### src/rtl/mra_pkg.sv
`default_nettype none
package mra_pkg;
  // Clock and timebase
  localparam int CLK_HZ       = 25_000_000;
  localparam int TICK_US      = 10;
  localparam int TICK_CYC     = TICK_US * (CLK_HZ / 1_000_000);
  localparam int DIV_W        = 8;
  localparam int CNT_W        = 12;

  // Reset delay, in timebase periods
  localparam logic [CNT_W-1:0] RST_DLY_MIN = 12'h014;
  localparam logic [CNT_W-1:0] RST_DLY_MAX = 12'h7D0;
  localparam logic [CNT_W-1:0] RST_DLY_DEF = 12'h064;

  // Alert line timing
  localparam int ALERT_MIN_LOW_US  = 100;
  localparam int ALERT_MIN_HIGH_US = 300;
  localparam int ALERT_TIMEOUT_US  = 300;
  localparam logic [CNT_W-1:0] ALERT_MIN_LOW_TICKS  = CNT_W'(ALERT_MIN_LOW_US / TICK_US);
  localparam logic [CNT_W-1:0] ALERT_MIN_HIGH_TICKS = CNT_W'(ALERT_MIN_HIGH_US / TICK_US);
  localparam logic [CNT_W-1:0] ALERT_TIMEOUT_TICKS  = CNT_W'(ALERT_TIMEOUT_US / TICK_US);

  // Register map, byte offsets
  localparam int ADDR_W = 5;
  localparam logic [ADDR_W-1:0] OFS_CTRL   = 5'h00;
  localparam logic [ADDR_W-1:0] OFS_STATE  = 5'h04;
  localparam logic [ADDR_W-1:0] OFS_STATUS = 5'h08;
  localparam logic [ADDR_W-1:0] OFS_CLEAR  = 5'h0C;
  localparam logic [ADDR_W-1:0] OFS_ENABLE = 5'h10;

  // State register fields
  localparam int ST_RST_BIT   = 0;
  localparam int ST_RAIL_BIT  = 1;
  localparam int ST_ALERT_BIT = 2;
  localparam int ST_CAUSE_LSB = 4;

  typedef enum logic [1:0] {
    MRA_ALERT_HIGH,
    MRA_ALERT_LOW,
    MRA_ALERT_GUARD
  } mra_alert_state_t;
endpackage
`default_nettype wire

### src/rtl/mra_cnt_if.sv
`timescale 1ns/1ps
`default_nettype none
interface mra_cnt_if #(parameter int W = 12);
  logic         clr;
  logic         tick;
  logic [W-1:0] count;
  modport owner   (output clr, output tick, input count);
  modport counter (input clr, input tick, output count);
endinterface
`default_nettype wire

### src/rtl/mra_tick_counter.sv
`timescale 1ns/1ps
`default_nettype none
module mra_tick_counter import mra_pkg::*; #(
  parameter int W = CNT_W
) (
  input  wire logic   ref_clk_in,
  input  wire logic   reset_n_in,
  mra_cnt_if.counter  cnt
);
  // Saturating count of timebase ticks, restarted by clr
  always_ff @(posedge ref_clk_in or negedge reset_n_in) begin
    if (!reset_n_in) begin
      cnt.count <= '0;
    end else if (cnt.clr) begin
      cnt.count <= '0;
    end else if (cnt.tick && (cnt.count != {W{1'b1}})) begin
      cnt.count <= cnt.count + W'(1);
    end
  end
endmodule // mra_tick_counter
`default_nettype wire

### src/rtl/mra_top.sv
// Functional notes
// - Reset output goes low as soon as any reset cause appears.
// - Reset released only after all causes clear and full delay elapses.
// - A supply rail out of its band is a reset cause.
// - Hard reset holds reset low and switches host rails off.
// - Soft reset holds reset low with rails kept running.
// - Delay settable 20 to 2000 periods of a 10 us timebase.
// - Delay setting is 100 periods after device reset.
// - Alert line goes low when a new interrupt flag is set.
// - Alert line returns high once software clears all flags.
// - Alert stays low at least the minimum low time.
// - Alert stays high the minimum high time; new alerts wait for it.
// - Alert low time-out releases line and sets missed flag, no new alert.
// - Minimum alert low time is nominally 100 us.
// - Minimum alert high time is nominally 300 us.
// - Alert time-out is nominally 300 us, only while reset released.
//
// The implementer's own choices: the Avalon-MM interface to the registers and the register addresses.
`timescale 1ns/1ps
`default_nettype none
module mra_top import mra_pkg::*; #(
  parameter int N_FLAGS = 8
) (
  input  wire logic               ref_clk_in,
  input  wire logic               reset_n_in,
  input  wire logic [ADDR_W-1:0]  avs_address_in,
  input  wire logic               avs_read_in,
  input  wire logic               avs_write_in,
  input  wire logic [31:0]        avs_writedata_in,
  output logic      [31:0]        avs_readdata_out,
  output logic                    avs_waitrequest_out,
  input  wire logic               soft_req_in,
  input  wire logic               hard_req_in,
  input  wire logic               rail_fault_in,
  input  wire logic [N_FLAGS-1:0] int_event_in,
  output logic                    mcu_reset_out,
  output logic                    mcu_reset_oe_n_out,
  output logic                    host_io_supply_en_out,
  output logic                    alert_n_out,
  output logic                    irq_out
);
  localparam int NIN  = N_FLAGS + 3;
  localparam int NST  = N_FLAGS + 2;

  logic [NIN-1:0]     sync1_reg;
  logic [NIN-1:0]     sync2_reg;
  logic               soft_s;
  logic               hard_s;
  logic               rail_s;
  logic [N_FLAGS-1:0] event_s;
  logic               cause;
  logic [DIV_W-1:0]   div_reg;
  logic               tick_reg;
  logic [CNT_W-1:0]   delay_reg;
  logic               rst_active_reg;
  logic               rst_release;
  logic               rail_en_reg;
  logic [N_FLAGS-1:0] flags_reg;
  logic [N_FLAGS-1:0] flags_next;
  logic               missed_reg;
  logic               missed_set;
  logic               rel_reg;
  logic               new_pend_reg;
  logic [NST-1:0]     enable_reg;
  logic [NST-1:0]     status;
  logic               irq_reg;
  mra_alert_state_t   alert_reg;
  mra_alert_state_t   alert_next;
  logic               alert_n_reg;
  logic               wait_reg;
  logic [31:0]        rdata_reg;
  logic               req;
  logic               wr_ack;
  logic [NST-1:0]     clr_bits;

  mra_cnt_if #(.W(CNT_W)) rd_if ();
  mra_cnt_if #(.W(CNT_W)) al_if ();
  mra_cnt_if #(.W(CNT_W)) to_if ();

  mra_tick_counter #(.W(CNT_W)) u_rd_cnt (
    .ref_clk_in (ref_clk_in),
    .reset_n_in (reset_n_in),
    .cnt        (rd_if)
  );
  mra_tick_counter #(.W(CNT_W)) u_al_cnt (
    .ref_clk_in (ref_clk_in),
    .reset_n_in (reset_n_in),
    .cnt        (al_if)
  );
  mra_tick_counter #(.W(CNT_W)) u_to_cnt (
    .ref_clk_in (ref_clk_in),
    .reset_n_in (reset_n_in),
    .cnt        (to_if)
  );

  // Input synchronisers
  always_ff @(posedge ref_clk_in or negedge reset_n_in) begin
    if (!reset_n_in) begin
      sync1_reg <= '0;
      sync2_reg <= '0;
    end else begin
      sync1_reg <= {rail_fault_in, hard_req_in, soft_req_in, int_event_in};
      sync2_reg <= sync1_reg;
    end
  end

  assign event_s = sync2_reg[N_FLAGS-1:0];
  assign soft_s  = sync2_reg[N_FLAGS];
  assign hard_s  = sync2_reg[N_FLAGS+1];
  assign rail_s  = sync2_reg[N_FLAGS+2];
  assign cause   = soft_s | hard_s | rail_s;

  // Timebase: one tick each 10 us
  always_ff @(posedge ref_clk_in or negedge reset_n_in) begin
    if (!reset_n_in) begin
      div_reg  <= '0;
      tick_reg <= 1'b0;
    end else if (div_reg == DIV_W'(TICK_CYC - 1)) begin
      div_reg  <= '0;
      tick_reg <= 1'b1;
    end else begin
      div_reg  <= div_reg + DIV_W'(1);
      tick_reg <= 1'b0;
    end
  end

  // Avalon slave handshake
  assign req    = (avs_read_in | avs_write_in) & wait_reg;
  assign wr_ack = avs_write_in & ~wait_reg;

  always_ff @(posedge ref_clk_in or negedge reset_n_in) begin
    if (!reset_n_in) begin
      wait_reg <= 1'b1;
    end else begin
      wait_reg <= ~req;
    end
  end

  always_ff @(posedge ref_clk_in or negedge reset_n_in) begin
    if (!reset_n_in) begin
      rdata_reg <= '0;
    end else if (req && avs_read_in) begin
      if (avs_address_in == OFS_CTRL) begin
        rdata_reg <= 32'(delay_reg);
      end else if (avs_address_in == OFS_STATE) begin
        rdata_reg <= 32'({soft_s, hard_s, rail_s, 1'b0, ~alert_n_reg,
                          rail_en_reg, rst_active_reg});
      end else if (avs_address_in == OFS_STATUS) begin
        rdata_reg <= 32'(status);
      end else if (avs_address_in == OFS_ENABLE) begin
        rdata_reg <= 32'(enable_reg);
      end else begin
        rdata_reg <= '0;
      end
    end
  end

  // Delay setting, clamped to its range
  always_ff @(posedge ref_clk_in or negedge reset_n_in) begin
    if (!reset_n_in) begin
      delay_reg <= RST_DLY_DEF;
    end else if (wr_ack && avs_address_in == OFS_CTRL) begin
      if (avs_writedata_in[CNT_W-1:0] < RST_DLY_MIN || avs_writedata_in[31:CNT_W] != '0) begin
        delay_reg <= (avs_writedata_in[31:CNT_W] != '0) ? RST_DLY_MAX : RST_DLY_MIN;
      end else if (avs_writedata_in[CNT_W-1:0] > RST_DLY_MAX) begin
        delay_reg <= RST_DLY_MAX;
      end else begin
        delay_reg <= avs_writedata_in[CNT_W-1:0];
      end
    end
  end

  always_ff @(posedge ref_clk_in or negedge reset_n_in) begin
    if (!reset_n_in) begin
      enable_reg <= '0;
    end else if (wr_ack && avs_address_in == OFS_ENABLE) begin
      enable_reg <= avs_writedata_in[NST-1:0];
    end
  end

  assign clr_bits = (wr_ack && avs_address_in == OFS_CLEAR) ? avs_writedata_in[NST-1:0] : '0;

  // Reset delay counter restarts while any cause is present
  assign rd_if.clr   = cause;
  assign rd_if.tick  = tick_reg & rst_active_reg;
  assign rst_release = rst_active_reg & ~cause & (rd_if.count > delay_reg);

  always_ff @(posedge ref_clk_in or negedge reset_n_in) begin
    if (!reset_n_in) begin
      rst_active_reg <= 1'b1;
    end else if (cause) begin
      rst_active_reg <= 1'b1;
    end else if (rst_release) begin
      rst_active_reg <= 1'b0;
    end
  end

  // Host rails off only for a hard reset
  always_ff @(posedge ref_clk_in or negedge reset_n_in) begin
    if (!reset_n_in) begin
      rail_en_reg <= 1'b0;
    end else begin
      rail_en_reg <= ~hard_s;
    end
  end

  // Reset pin: open drain, driven low while oe_n is low
  always_ff @(posedge ref_clk_in or negedge reset_n_in) begin
    if (!reset_n_in) begin
      mcu_reset_out      <= 1'b0;
      mcu_reset_oe_n_out <= 1'b0;
    end else begin
      mcu_reset_out      <= 1'b0;
      mcu_reset_oe_n_out <= ~(rst_active_reg | cause);
    end
  end

  // Interrupt flags: set wins over clear
  assign flags_next = (flags_reg & ~clr_bits[N_FLAGS-1:0]) | event_s;

  always_ff @(posedge ref_clk_in or negedge reset_n_in) begin
    if (!reset_n_in) begin
      flags_reg <= '0;
    end else begin
      flags_reg <= flags_next;
    end
  end

  always_ff @(posedge ref_clk_in or negedge reset_n_in) begin
    if (!reset_n_in) begin
      new_pend_reg <= 1'b0;
    end else if (|(event_s & ~flags_reg)) begin
      new_pend_reg <= (alert_reg != MRA_ALERT_HIGH) || (alert_next != MRA_ALERT_LOW);
    end else if (alert_reg == MRA_ALERT_HIGH && alert_next == MRA_ALERT_LOW) begin
      new_pend_reg <= 1'b0;
    end
  end

  // Alert timers
  assign al_if.clr  = (alert_next != alert_reg);
  assign al_if.tick = tick_reg;
  assign to_if.clr  = (alert_next != alert_reg) | rst_active_reg;
  assign to_if.tick = tick_reg;
  assign missed_set = (alert_reg == MRA_ALERT_LOW) && !rst_active_reg
                      && (to_if.count >= ALERT_TIMEOUT_TICKS)
                      && !((al_if.count >= ALERT_MIN_LOW_TICKS) && (flags_reg == '0));

  always_comb begin
    alert_next = alert_reg;
    case (alert_reg)
      MRA_ALERT_HIGH: begin
        if (new_pend_reg || |(event_s & ~flags_reg)) begin
          alert_next = MRA_ALERT_LOW;
        end
      end
      MRA_ALERT_LOW: begin
        if ((al_if.count >= ALERT_MIN_LOW_TICKS) && (flags_reg == '0)) begin
          alert_next = MRA_ALERT_GUARD;
        end else if (missed_set) begin
          alert_next = MRA_ALERT_GUARD;
        end
      end
      MRA_ALERT_GUARD: begin
        if (al_if.count >= ALERT_MIN_HIGH_TICKS) begin
          alert_next = MRA_ALERT_HIGH;
        end
      end
      default: begin
        alert_next = MRA_ALERT_HIGH;
      end
    endcase
  end

  always_ff @(posedge ref_clk_in or negedge reset_n_in) begin
    if (!reset_n_in) begin
      alert_reg   <= MRA_ALERT_HIGH;
      alert_n_reg <= 1'b1;
    end else begin
      alert_reg   <= alert_next;
      alert_n_reg <= (alert_next != MRA_ALERT_LOW);
    end
  end

  // Missed flag and reset-release event: sticky, set wins over clear
  always_ff @(posedge ref_clk_in or negedge reset_n_in) begin
    if (!reset_n_in) begin
      missed_reg <= 1'b0;
      rel_reg    <= 1'b0;
    end else begin
      missed_reg <= missed_set | (missed_reg & ~clr_bits[N_FLAGS]);
      rel_reg    <= rst_release | (rel_reg & ~clr_bits[N_FLAGS+1]);
    end
  end

  assign status = {rel_reg, missed_reg, flags_reg};

  always_ff @(posedge ref_clk_in or negedge reset_n_in) begin
    if (!reset_n_in) begin
      irq_reg <= 1'b0;
    end else begin
      irq_reg <= |(status & enable_reg);
    end
  end

  assign avs_readdata_out      = rdata_reg;
  assign avs_waitrequest_out   = wait_reg;
  assign host_io_supply_en_out = rail_en_reg;
  assign alert_n_out           = alert_n_reg;
  assign irq_out               = irq_reg;
endmodule // mra_top
`default_nettype wire

### config.mk
export PLATFORM = sky130hd
export DESIGN_NAME = mra_top
export DESIGN_NICKNAME = d
export VERILOG_FILES = /design/src/rtl/mra_pkg.sv /design/src/rtl/mra_cnt_if.sv /design/src/rtl/mra_tick_counter.sv /design/src/rtl/mra_top.sv
export SDC_FILE = /design/constraint.sdc
export NUM_CORES = 1
export LEC_CHECK = 0
export ABC_AREA = 1
export BUFFER_PORTS_ARGS = -buffer_cell sky130_fd_sc_hd__buf_2
export CORE_MARGIN = 2
export CORE_UTILIZATION = 43
export DETAILED_ROUTE_END_ITERATION = 16
export PLACE_DENSITY = 0.74
export SYNTH_ARGS = -nofsm -noshare
export SYNTH_HDL_FRONTEND = slang
export SYNTH_HIERARCHICAL = 1
export SYNTH_SLANG_ARGS = --single-unit
### constraint.sdc
create_clock -name ref_clk_in -period 4.1 [get_ports ref_clk_in]
set_clock_uncertainty 0.2 [all_clocks]
set_input_delay 0.41 -clock ref_clk_in [delete_from_list [all_inputs] [get_ports ref_clk_in]]
set_output_delay 0.41 -clock ref_clk_in [all_outputs]
set_load 0.05 [all_outputs]
==> impl_table.tex <==
\begin{tabular}{lr}
\hline
Metric & Value \\
\hline
\multicolumn{2}{l}{\textbf{Layout}} \\
Number of nets in the final layout & just over 1,000 \\
Share of final-layout standard cells stronger than drive strength 1 & 16.0\% \\
Syn-to-layout area delta & 17.6\% \\
Diodes inserted & 0 \\
Fill cell count & 1,393 \\
\multicolumn{2}{l}{\textbf{Status}} \\
Outcome & finished clean \\
\multicolumn{2}{l}{\textbf{Clock network}} \\
Root Driver & sky130\_fd\_sc\_hd\_\_clkbuf\_16 \\
Clock-pin slew on the worst setup and hold paths & 60 ps \\
Bufs on Longest Clock Path & 2 \\
Total clock buffers created by CTS & 17 \\
Setup fix buffers added after clock tree synthesis & 0 \\
Clock Latency Late Sink & 420 ps \\
CTS H-Tree Depth & 4 \\
CTS tree & done \\
Number of sinks driven by the clock tree & 120 \\
\multicolumn{2}{l}{\textbf{Global route}} \\
Number of global-route vias before repair & 5,465 \\
GRT Resource Usage Total & 19.7\% \\
First-pass GRT wire length & 25.8 mm \\
Initial antenna violation count & 0 \\
Residual overflow from global routing & 0 \\
Maximum number of pins on one net before global-route repair & 72 \\
\multicolumn{2}{l}{\textbf{Timing}} \\
Setup repair after global routing missed its margin & no \\
Final period demand of the worst path & between 2000 and 2500 ps \\
Final hold violation count & 0 \\
Setup Viol. Count Final & 0 \\
Measured slew at the worst slew-check pin & 873 ps \\
Fraction of the cycle the final worst path needs & 57.0\% \\
Max transition margin & between 40\% and 50\% \\
Final hold slack & about 8.5 ps \\
Setup tns final & 0 ps \\
Fin. max-slew vios & 0 \\
Max frequency & between 400 and 500 MHz \\
\multicolumn{2}{l}{\textbf{Synth}} \\
Fraction of the yosys area taken by sequential cells & 45.7\% \\
Flops \& latches, synth & 120 \\
Synth cell types & 45 \\
Post-Synthesis Mean Instance Area & 7.79 µm² \\
Netlist area before placement & 6590 µm² \\
Synthesis Warnings & 6 \\
Ys async rst share & between 90\% and 100\% \\
EDFF count, synth & 0 \\
Top flip-flop cell by instance count after synthesis & sky130\_fd\_sc\_hd\_\_dfrtp\_1 \\
Post-Synthesis Cells & 846 \\
\multicolumn{2}{l}{\textbf{Job}} \\
Count of max-cap constraint violations & 0 \\
\multicolumn{2}{l}{\textbf{Detailed routing}} \\
Routed Wire Length & 15.1 mm \\
Antenna viol nets, final & 0 \\
Initial DRT Pass Iterations & 7 \\
Via-per-instance ratio & 4.98 \\
Vias after detailed routing & between 5,000 and 6,000 \\
Remaining routing DRC violations & 0 \\
Drt first-iter violations & 453 \\
Routed wirelength normalized by instance count & roughly 13 µm \\
\multicolumn{2}{l}{\textbf{Setup path}} \\
Highest net fanout along the worst path & 9 \\
Depth of the most critical reg-to-reg path & 13 \\
Worst path max stage delay & about 440 ps \\
Critical Path, Cell by Cell & or2\_2 > nor2\_1 > nand2\_1 > nand2\_1 > nand3\_1 > nand2\_1 > nand3\_1 > nand2\_1 > inv\_2 > nand2\_4 > clkinv\_4 > nand2\_1 > nand2\_1 \\
Required arrival time at the worst endpoint & 4210 ps \\
Arrival time worst endpoint & 2440 ps \\
Crit path capture type & flop \\
Crit path max-delay cell type & sky130\_fd\_sc\_hd\_\_dfrtp\_1 \\
Register-to-register setup slack & between 1500 and 2000 ps \\
Most frequent cell on the critical path & sky130\_fd\_sc\_hd\_\_nand2\_1 \\
Type of origin of the critical path & flop \\
Type of the setup path with the least slack & reg -> reg \\
\multicolumn{2}{l}{\textbf{Pwr}} \\
Largest voltage drop on the vdd net & between 0.3 and 0.4 mV \\
Cell leakage power & around 4 nW \\
Total power divided by cell area & 390 nW/µm² \\
\multicolumn{2}{l}{\textbf{Floorplanning}} \\
Area of the core & 15,100 µm² \\
Width of the die & 128 µm \\
Number of core rows & 45 \\
Starting Density & 43.7\% \\
Vertical die dimension & roughly 130 µm \\
I/O pin total & 90 \\
Full die area & roughly 16,000 µm² \\
\multicolumn{2}{l}{\textbf{Placement}} \\
DP Wirelength & 10.7 mm \\
IO Port Bufs & 68 \\
Routability congestion estimate from global placement & 0.871 \\
\multicolumn{2}{l}{\textbf{Min path}} \\
Path class of the lowest-slack min-delay path & in -> reg \\
Hold-critical path depth & 4 \\
\hline
\end{tabular}
-- layer usage --
layer | GRT usage, % | vias up | wire (µm)
met4 | 7.63 | 0 | 212
met1 | 26.3 | 2642 | 6940
met3 | 3.09 | 20 | 868
met2 | 32.3 | 181 | 7100
met5 | 0 | - | 0
li1 | - | 2851 | -
-- through the flow --
stage / util [%] / setup WS, ps / total power [W] / std cells / area (µm²)
after CTS: 51.4 / 1770 / 0.00303 / 1144 / 7750
after global placement: 47.0 / 1920 / 0.00165 / 1100 / 7090
after global routing: 51.4 / 1550 / 0.00313 / 1144 / 7750
final: 51.4 / 1760 / 0.00302 / 1144 / 7750
after detailed placement: 47.0 / 1800 / 0.00165 / 1100 / 7090
after floorplan: - / 2070 / 0.00155 / 866 / 6670
-- area by class of cell --
type	instances	area, µm²	share of cell area [%]
clock buffer	18	429	5.53
multi-input combinational	603	3020	38.9
sequential	120	3010	38.8
tap	188	235	3.03
timing repair buffer	82	478	6.16
inverter	119	472	6.08
clock inverter	14	115	1.48
-- worst max-delay path, delay by kind of cell (launching register included) --
| kind | cells | cell delay [ps] |
|---|---|---|
| buf+inv | 2 | 260 |
| flops | 1 | 440 |
| simple gates | 11 | 1320 |
-- cells in the mapped netlist, types with 6 or more instances --
master	n	area [µm²]
sky130_fd_sc_hd__a21oi_1	18	90.1
sky130_fd_sc_hd__buf_4	21	158
sky130_fd_sc_hd__dfrtp_1	114	2850
sky130_fd_sc_hd__dfstp_2	6	158
sky130_fd_sc_hd__ha_1	17	213
sky130_fd_sc_hd__inv_1	107	402
sky130_fd_sc_hd__inv_2	7	26.3
sky130_fd_sc_hd__nand2_1	251	942
sky130_fd_sc_hd__nand2_2	7	43.8
sky130_fd_sc_hd__nand3_1	58	290
sky130_fd_sc_hd__nand4_1	22	138
sky130_fd_sc_hd__nor2_1	101	379
sky130_fd_sc_hd__nor3_1	13	65.1
sky130_fd_sc_hd__o21ai_0	11	55.1
sky130_fd_sc_hd__o21ai_1	23	115
sky130_fd_sc_hd__o22ai_1	6	37.5
sky130_fd_sc_hd__xor2_1	9	78.8
-- layout by cell type (no fill, tap or decap), types with 3 or more instances in the layout --
| cell | n |
|---|---|
| sky130_fd_sc_hd__nand3_2 | 3 |
| sky130_fd_sc_hd__nand2_2 | 7 |
| sky130_fd_sc_hd__nand2_4 | 4 |
| sky130_fd_sc_hd__o21ai_0 | 11 |
| sky130_fd_sc_hd__nor3_1 | 13 |
| sky130_fd_sc_hd__inv_6 | 4 |
| sky130_fd_sc_hd__nor2_4 | 5 |
| sky130_fd_sc_hd__dfstp_2 | 6 |
| sky130_fd_sc_hd__ha_1 | 17 |
| sky130_fd_sc_hd__inv_1 | 107 |
| sky130_fd_sc_hd__conb_1 | 21 |
| sky130_fd_sc_hd__nor2_1 | 101 |
| sky130_fd_sc_hd__clkbuf_16 | 17 |
| sky130_fd_sc_hd__dlygate4sd3_1 | 12 |
| sky130_fd_sc_hd__o21ai_1 | 23 |
| sky130_fd_sc_hd__o21bai_1 | 5 |
| sky130_fd_sc_hd__o21ai_2 | 4 |
| sky130_fd_sc_hd__inv_8 | 3 |
| sky130_fd_sc_hd__nand4_1 | 22 |
| sky130_fd_sc_hd__clkinv_2 | 3 |
| sky130_fd_sc_hd__buf_2 | 67 |
| sky130_fd_sc_hd__dfrtp_1 | 114 |
| sky130_fd_sc_hd__o211ai_1 | 3 |
| sky130_fd_sc_hd__buf_4 | 3 |
| sky130_fd_sc_hd__clkinv_4 | 7 |
| sky130_fd_sc_hd__xor2_1 | 9 |
| sky130_fd_sc_hd__nand2_1 | 251 |
| sky130_fd_sc_hd__inv_2 | 7 |
| sky130_fd_sc_hd__o22ai_1 | 6 |
| sky130_fd_sc_hd__a21oi_1 | 18 |
| sky130_fd_sc_hd__nand3_1 | 58 |
-- power by group --
group / switching, W / internal (W) / leakage, nW / total [W]
combinational: 0.000258 / 0.0000939 / 2.21 / 0.000351
clock: 0.000592 / 0.000786 / 0.269 / 0.00138
sequential: 0.0000392 / 0.00125 / 1.50 / 0.00129
total: 0.000889 / 0.00213 / 3.97 / 0.00302
-- repair_timing --
item,4_1_cts,5_1_grt
gates resized for setup,0,0
hold endpoints to repair,79,0
endpoints found under the setup margin,0,0
hold buffers,12,0
-- final timing paths --
path | from | end
max | u_al_cnt/cnt.count[5] | u_al_cnt/cnt.count[5]
min | avs_read_in | avs_waitrequest_out
max reg2reg | u_al_cnt/cnt.count[5] | u_al_cnt/cnt.count[5]
min reg2reg | sync1_reg[1] | sync2_reg[1]
max in group asynchronous | reset_n_in | rst_active_reg
min in group asynchronous | reset_n_in | div_reg[5]
-- logic make-up (layout without fill, tap and decap cells) --
family	Yosys count	count (layout)	share of synthesized area (%)
AO/OA/AOI/OAI	77	77	6.79
adder cells (fa/ha/maj)	17	17	3.23
AND/OR/NAND/NOR	478	478	33.2
XOR/XNOR	10	10	1.33
flip-flops	120	120	45.7
other	1	21	0.0569
buffers and inverters	143	233	9.75
Power figures use the tool's default switching activity.
